<file path="src/smrf_pkg.sv">
// Package for the SDRAM mode-register file: addresses, fields, timing
`default_nettype none
package smrf_pkg;
  // ==========================================================
  // Register addresses
  localparam logic [7:0] ADDR_DEVICE_INFO     = 8'h00;
  localparam logic [7:0] ADDR_BURST_FEATURE   = 8'h01;
  localparam logic [7:0] ADDR_LATENCY         = 8'h02;
  localparam logic [7:0] ADDR_IO_DRIVE        = 8'h03;
  localparam logic [7:0] ADDR_REFRESH_STATUS  = 8'h04;
  localparam logic [7:0] ADDR_MAKER_ID        = 8'h05;
  localparam logic [7:0] ADDR_REVISION_ONE    = 8'h06;
  localparam logic [7:0] ADDR_REVISION_TWO    = 8'h07;
  localparam logic [7:0] ADDR_GEOMETRY        = 8'h08;
  localparam logic [7:0] ADDR_TEST_MODE       = 8'h09;
  localparam logic [7:0] ADDR_IO_CALIB        = 8'h0a;
  localparam logic [7:0] ADDR_SR_BANK_MASK    = 8'h10;
  localparam logic [7:0] ADDR_SR_SEGMENT_MASK = 8'h11;
  localparam logic [7:0] ADDR_DQ_PATTERN_A    = 8'h20;
  localparam logic [7:0] ADDR_DQ_PATTERN_B    = 8'h28;
  localparam logic [7:0] ADDR_SOFT_RESET      = 8'h3f;

  // ==========================================================
  // Implemented-bit masks for readable registers and for the latency and I/O drive writes
  localparam logic [7:0] MASK_DEVICE_INFO     = 8'h1f;
  localparam logic [7:0] MASK_REFRESH_STATUS  = 8'h87;
  localparam logic [7:0] MASK_LATENCY         = 8'h0f;
  localparam logic [7:0] MASK_IO_DRIVE        = 8'h0f;
  localparam logic [7:0] MASK_FULL            = 8'hff;

  // ==========================================================
  // Reset / default values (writable config per documented defaults)
  localparam logic [7:0] RST_BURST_FEATURE    = 8'h22;
  localparam logic [7:0] RST_ZERO             = 8'h00;
  localparam logic [7:0] UNDEF_READ_DATA      = 8'h00;
  // Identity and geometry values: arbitrary neutral values
  localparam logic [7:0] ID_MAKER             = 8'h5a;
  localparam logic [7:0] ID_REVISION_ONE      = 8'h01;
  localparam logic [7:0] ID_REVISION_TWO      = 8'h00;
  localparam logic [7:0] GEOMETRY_VALUE       = 8'h10;
  localparam logic [7:0] DQ_PATTERN_A_VALUE   = 8'h00;
  localparam logic [7:0] DQ_PATTERN_B_VALUE   = 8'h00;
  localparam logic [2:0] REFRESH_RATE_NOMINAL = 3'h3;

  // ==========================================================
  // Field positions
  localparam int AUTO_INIT_BIT  = 0;
  localparam int TEMP_FLAG_BIT  = 7;

  // ==========================================================
  // Timing
  localparam int CLK_PERIOD_PS        = 8000;
  localparam int AUTO_INIT_MAX_US     = 10;
  localparam int AUTO_INIT_MAX_CYC    = (AUTO_INIT_MAX_US * 1000000) / CLK_PERIOD_PS;
  localparam int POST_RESET_IDLE_US   = 1;
  localparam int POST_RESET_IDLE_CYC  =
    (POST_RESET_IDLE_US * 1000000 + CLK_PERIOD_PS - 1) / CLK_PERIOD_PS;
  localparam int BURST_BEATS          = 4;

  // ==========================================================
  // Command carrier
  typedef struct packed {
    logic       rd;
    logic       wr;
    logic [7:0] addr;
    logic [7:0] data;
  } smrf_cmd_s;

  typedef struct packed {
    logic       valid;
    logic       strobe;
    logic [7:0] data;
  } smrf_rsp_s;

  typedef enum logic [1:0] {
    ST_IDLE  = 2'b01,
    ST_BURST = 2'b10
  } smrf_state_e;
endpackage
`default_nettype wire

</file>
<file path="src/smrf_top.sv">
// Mode-register file of a low-power SDRAM, command-driven
`default_nettype none
module smrf_top
  import smrf_pkg::*;
#(
  parameter int AUTO_INIT_CYC = AUTO_INIT_MAX_CYC
) (
  input  wire logic       i_sys_clk,
  input  wire logic       i_rst_n,
  input  wire smrf_cmd_s  i_cmd,
  input  wire logic       i_temp_update,
  output var smrf_rsp_s   o_rsp,
  output logic [7:0]      o_burst_feature,
  output logic [7:0]      o_latency,
  output logic [7:0]      o_io_drive,
  output logic [7:0]      o_test_mode,
  output logic [7:0]      o_io_calib,
  output logic [7:0]      o_sr_bank_mask,
  output logic [7:0]      o_sr_segment_mask,
  output logic            o_auto_init_pending
);

  // ==========================================================
  // Decode
  logic       is_wo;
  logic       is_ro;
  logic [7:0] ro_value;
  logic       temp_flag_ff;
  logic       auto_init_pending_ff;

  // Address classification; anything unlisted is reserved
  always_comb begin
    is_wo    = 1'b0;
    is_ro    = 1'b0;
    ro_value = UNDEF_READ_DATA;
    case (i_cmd.addr)
      ADDR_BURST_FEATURE, ADDR_LATENCY, ADDR_IO_DRIVE, ADDR_TEST_MODE,
      ADDR_IO_CALIB, ADDR_SR_BANK_MASK, ADDR_SR_SEGMENT_MASK,
      ADDR_SOFT_RESET: begin
        is_wo = 1'b1;
      end
      ADDR_DEVICE_INFO: begin
        is_ro    = 1'b1;
        ro_value = {7'h00, auto_init_pending_ff} & MASK_DEVICE_INFO;
      end
      ADDR_REFRESH_STATUS: begin
        is_ro    = 1'b1;
        ro_value = {temp_flag_ff, 4'h0, REFRESH_RATE_NOMINAL} & MASK_REFRESH_STATUS;
      end
      ADDR_MAKER_ID: begin
        is_ro    = 1'b1;
        ro_value = ID_MAKER;
      end
      ADDR_REVISION_ONE: begin
        is_ro    = 1'b1;
        ro_value = ID_REVISION_ONE;
      end
      ADDR_REVISION_TWO: begin
        is_ro    = 1'b1;
        ro_value = ID_REVISION_TWO;
      end
      ADDR_GEOMETRY: begin
        is_ro    = 1'b1;
        ro_value = GEOMETRY_VALUE;
      end
      ADDR_DQ_PATTERN_A: begin
        is_ro    = 1'b1;
        ro_value = DQ_PATTERN_A_VALUE;
      end
      ADDR_DQ_PATTERN_B: begin
        is_ro    = 1'b1;
        ro_value = DQ_PATTERN_B_VALUE;
      end
      default: begin
        is_ro    = 1'b0;
        ro_value = UNDEF_READ_DATA;
      end
    endcase
  end

  logic wr_ok;
  assign wr_ok = i_cmd.wr && is_wo;

  // ==========================================================
  // Writable configuration registers; read-only targets drop the write
  always_ff @(posedge i_sys_clk) begin
    if (!i_rst_n) begin
      o_burst_feature   <= RST_BURST_FEATURE;
      o_latency         <= RST_ZERO;
      o_io_drive        <= RST_ZERO;
      o_test_mode       <= RST_ZERO;
      o_io_calib        <= RST_ZERO;
      o_sr_bank_mask    <= RST_ZERO;
      o_sr_segment_mask <= RST_ZERO;
    end else if (wr_ok) begin
      case (i_cmd.addr)
        ADDR_BURST_FEATURE:   o_burst_feature   <= i_cmd.data;
        ADDR_LATENCY:         o_latency         <= i_cmd.data & MASK_LATENCY;
        ADDR_IO_DRIVE:        o_io_drive        <= i_cmd.data & MASK_IO_DRIVE;
        ADDR_TEST_MODE:       o_test_mode       <= i_cmd.data;
        ADDR_IO_CALIB:        o_io_calib        <= i_cmd.data;
        ADDR_SR_BANK_MASK:    o_sr_bank_mask    <= i_cmd.data;
        ADDR_SR_SEGMENT_MASK: o_sr_segment_mask <= i_cmd.data;
        default: begin
        end
      endcase
    end
  end

  // ==========================================================
  // Auto-init status: set by soft reset, cleared by a bounded countdown
  logic [$clog2(AUTO_INIT_MAX_CYC+1)-1:0] init_cnt_ff;
  logic soft_reset;
  assign soft_reset = wr_ok && (i_cmd.addr == ADDR_SOFT_RESET);

  always_ff @(posedge i_sys_clk) begin
    if (!i_rst_n) begin
      auto_init_pending_ff <= 1'b0;
      init_cnt_ff          <= '0;
    end else if (soft_reset) begin
      auto_init_pending_ff <= 1'b1;
      init_cnt_ff          <= ($bits(init_cnt_ff))'(AUTO_INIT_CYC - 1);
    end else if (auto_init_pending_ff) begin
      if (init_cnt_ff == '0) begin
        auto_init_pending_ff <= 1'b0;
      end else begin
        init_cnt_ff <= init_cnt_ff - 1'b1;
      end
    end
  end
  assign o_auto_init_pending = auto_init_pending_ff;

  // Age of the pending flag, kept only for the bound check; a fresh reset command restarts it
  logic [$bits(init_cnt_ff):0] pend_age_ff;
  always_ff @(posedge i_sys_clk) begin
    if (!i_rst_n || soft_reset) begin
      pend_age_ff <= '0;
    end else if (auto_init_pending_ff) begin
      pend_age_ff <= pend_age_ff + 1'b1;
    end else begin
      pend_age_ff <= '0;
    end
  end

  // Temperature flag is set by a sensor update pulse and then held; a soft reset clears it
  always_ff @(posedge i_sys_clk) begin
    if (!i_rst_n) begin
      temp_flag_ff <= 1'b0;
    end else if (i_temp_update) begin
      temp_flag_ff <= 1'b1; // Set wins over clear
    end else if (soft_reset) begin
      temp_flag_ff <= 1'b0;
    end
  end

  // ==========================================================
  // Read burst: runs for every read issued in ST_IDLE, even for undefined reads; a read during a burst is dropped
  smrf_state_e state_ff;
  logic [1:0]  beat_ff;
  logic [7:0]  rd_data_ff;
  logic        strobe_ff;

  always_ff @(posedge i_sys_clk) begin
    if (!i_rst_n) begin
      state_ff   <= ST_IDLE;
      beat_ff    <= '0;
      rd_data_ff <= '0;
      strobe_ff  <= 1'b0;
    end else begin
      case (state_ff)
        ST_IDLE: begin
          strobe_ff <= 1'b0;
          if (i_cmd.rd) begin
            state_ff   <= ST_BURST;
            beat_ff    <= 2'((BURST_BEATS - 1));
            rd_data_ff <= is_ro ? ro_value : UNDEF_READ_DATA;
            strobe_ff  <= 1'b1;
          end
        end
        ST_BURST: begin
          strobe_ff <= ~strobe_ff;
          if (beat_ff == '0) begin
            state_ff  <= ST_IDLE;
            strobe_ff <= 1'b0;
          end else begin
            beat_ff <= beat_ff - 1'b1;
          end
        end
        default: state_ff <= ST_IDLE;
      endcase
    end
  end

  assign o_rsp.valid  = (state_ff == ST_BURST);
  assign o_rsp.strobe = strobe_ff;
  assign o_rsp.data   = rd_data_ff;
endmodule
`default_nettype wire

</file>
<file path="config.mk">
export PLATFORM = sky130hd
export DESIGN_NAME = smrf_top
export DESIGN_NICKNAME = d
export VERILOG_FILES = /design/src/smrf_pkg.sv /design/src/smrf_top.sv
export SDC_FILE = /design/constraint.sdc
export NUM_CORES = 1
export LEC_CHECK = 0
export ABC_AREA = 1
export ABC_CLOCK_PERIOD_IN_PS = 1700
export BUFFER_PORTS_ARGS = -buffer_cell sky130_fd_sc_hd__buf_2
export CAP_MARGIN = 20
export CORE_MARGIN = 5
export CORE_UTILIZATION = 40
export DETAILED_ROUTE_END_ITERATION = 16
export HOLD_SLACK_MARGIN = 0.1
export PLACE_DENSITY_LB_ADDON = 0.15
export SLEW_MARGIN = 5
export SYNTH_ARGS = -nofsm -noshare
export SYNTH_HDL_FRONTEND = slang
export SYNTH_SLANG_ARGS = --single-unit
</file>
<file path="constraint.sdc">
create_clock -name i_sys_clk -period 1.7 [get_ports i_sys_clk]
set_input_delay 0 -clock i_sys_clk [delete_from_list [all_inputs] [get_ports i_sys_clk]]
set_output_delay 0 -clock i_sys_clk [all_outputs]
set_load 0.01 [all_outputs]
</file>
==> results.toml <==
[timing]
finalHoldViolations = 0
post-route-min-period_ps = 1600
finalClockSkew_ps = 4.74
drv_slew = 0
fin_crit_sh = 0.942
finalSetupViolCount = 0
max_freq_ghz = 0.624
setup_total_negative_slack_ps = 0
rsz0062_at_grt = "false"

[drt]
wirelength_um = 8470
dr.pass1.iters = 4
routedWlPerCell_um = 12.6
final_antenna_net_count = 0
via_count = 3146
drt_iter0_markers = 90
drc = 0
viasPerCell = 4.67

[final_layout]
nFillCells = 847
antennaDiodeCount = 0
area_growth_pct = 23.3
final_nets = 589
final_util = 0.509
drive_above_1_share = 0.244

[global_routing]
antenna_found_initial = 0
grt_pass1_vias = 2923
grt_pass1_wl_um = 13700
grt-ovfl-total = 0
track_usage = 0.165
grt_max_degree = 34

[setup_path]
crit_path_start_kind = "input port"
cp-end-kind = "flip-flop"
reg2reg_depth = 9
r2r-start = "init_cnt_ff[1]"
slowest_delay_ps = 580
slowest_stage = "dlygate4sd3_1"
worst-path-buf-inv = 4
r2r-end = "init_cnt_ff[1]"
path_cells = "dlygate4sd3_1 > buf_2 > inv_2 > nand2_1 > nor2_2 > nand3_1 > o31ai_1 > dlygate4sd3_1 > nand2_1 > a21oi_1"
required_ps = 1970
cp-startpoint = "i_cmd[9]"
cp.arrival_ps = 1880
worstSetupPathType = "input port to flip-flop"
r2r_slack_ps = 150
cp_top_family = "buffers and inverters"
cp_max_fo = 4

[cts]
clock_path_buffers = 2
htree_levels = 3
clk_pin_slew_ps = 80
clk_latency_ps = 350
cts_buffers = 9
cts_root_buffer = "clkbuf_8"
cts_tree = "yes"
cts_sinks = 71

[synthesis]
ys_warn_count = 0
ys_seq_area_frac = 0.417
synth_cells = 471
synth_flop_cell = "dfxtp_1"
synth_area_leader_cell = "dfxtp_1"
synth_common_cells = "nand2_1, inv_1, dfxtp_1"
synth.most_common_cell = "nand2_1"
synth_area_um2 = 3410
synth_edf_count = 0
synth_cell_types = 38
synth.top_cell.area_share = 0.417
async_flop_share = 0
synth_area_leaders = "dfxtp_1, nand2_1, inv_1"
ys_seq_elements = 71
postSynthAreaPerCell_um2 = 7.24

[hold_path]
hold_depth = 3
hp-start = "i_rst_n"
holdPathEnd = "temp_flag_ff"
worstHoldPathType = "input port to flip-flop"

[run_status]
outcome = "complete, no violations"

[floorplan]
die_w_um = 102
pin_count = 88
die_area_um2 = 10500
die_h_um = 102
initial_core_util = 0.413
coreArea_um2 = 8260
rows = 33

[run]
cap_violations = 0

[power_and_ir_drop]
power_density_nw_per_um2 = 835
p_leak_uw = 0.00215
ir_drop_mv = 0.562

[placed_design]
gp_congestion = 0.874
hpwl_um = 6050
io_buffer_count = 77
-- through the flow --
stage	worst slack (ps)	cells	instance area, µm²	power (µW)	hold WS (ps)
6_report	98.2	674	4210	3510	131
3_5_place_dp	34.3	642	3840	2250	230
2_1_floorplan	201	480	3450	2150	117
3_3_place_gp	120	642	3840	2240	227
4_1_cts	22.1	671	4160	3540	135
5_1_grt	17.2	674	4210	3700	164
-- worst register-to-register path, stage by stage, from the launching register on --
cell and delay, ps:
dfxtp_1 370, inv_1 90, ha_4 170, nand2_2 100, nor2_4 60, nand3_2 80
nand2_2 60, buf_4 170, or2_2 270, a21oi_1 120
-- power by group --
part	leakage (µW)	internal, µW	switching [µW]
combinational	0.00149	174	300
sequential	0.000574	1730	32.6
clock	0.0000877	555	726
-- cell usage in the layout, fill, tap and decap left out, types with 2 or more instances in the layout --
cell type and count:
o21ai_0 14, inv_6 5, inv_2 8, clkinvlp_4 2, clkbuf_8 9, dfxtp_1 70
dlygate4sd3_1 13, nand2_1 82, xor2_1 4, nor2_1 66, nand3b_1 2, or2_2 2
a21oi_1 32, nand3_1 11, inv_1 75, nand4_1 19, nor2_4 4, o31ai_1 2
a211oi_1 14, nor3_1 4, nand2_2 9, buf_2 77, ha_1 3, buf_4 10
o211ai_1 2, nand3_2 3, conb_1 10, nand2_4 2, nor2_8 2, nor2_2 2
-- worst max-delay path by stage --
stage,endpoint,depth (start not counted)
final,rd_data_ff[0],10
after global routing,rd_data_ff[0],10
after CTS,init_cnt_ff[0],9
after detailed placement,init_cnt_ff[0],9
after global placement,init_cnt_ff[1],9
after floorplan,init_cnt_ff[1],9
-- state kept, by name (all words and copies together), names as in the netlist, 2 cells and up --
register,flops
beat_ff,2
init_cnt_ff,11
o_burst_feature,8
o_io_calib,8
o_io_drive,4
o_latency,4
o_sr_bank_mask,8
o_sr_segment_mask,8
o_test_mode,8
rd_data_ff,5
state_ff,2
-- cell type report --
| type | instances | area (µm²) | share of cell area |
|---|---|---|---|
| Multi-Input combinational cell | 298 | 1560 | 0.372 |
| Timing Repair Buffer | 100 | 591 | 0.140 |
| Inverter | 84 | 315 | 0.0750 |
| Sequential cell | 71 | 1420 | 0.338 |
| Tap cell | 105 | 131 | 0.0312 |
| Clock inverter | 7 | 58.8 | 0.0140 |
| Clock buffer | 9 | 124 | 0.0294 |
-- cell families (layout without fill, tap and decap cells) --
group           after synthesis  after routing  share of synthesized area
compound gates               68             68                      0.116
buf+inv                     111            200                      0.142
fa+ha+maj                     4              4                     0.0147
other cells                   1             10                    0.00110
simple gates                212            212                      0.300
flops                        71             71                      0.417
xor+xnor                      4              4                     0.0103
-- layer usage --
layer	part of all wire	up-vias	routed length, µm	track usage
li1	-	1657	-	-
met1	0.46	1382	3870	0.209
met2	0.45	87	3790	0.254
met3	0.068	20	577	0.0498
met4	0.027	0	228	0.0858
met5	0	-	0	0
-- what timing repair did --
| action | 4_1_cts | 5_1_grt |
|---|---|---|
| endpoints found under the hold margin | 23 | 0 |
| resized for setup | 0 | 7 |
| setup buffers | 0 | 3 |
| hold buffers | 13 | 0 |
| endpoints found under the setup margin | 0 | 10 |
Note: power is estimated with default switching activity, not from simulation.
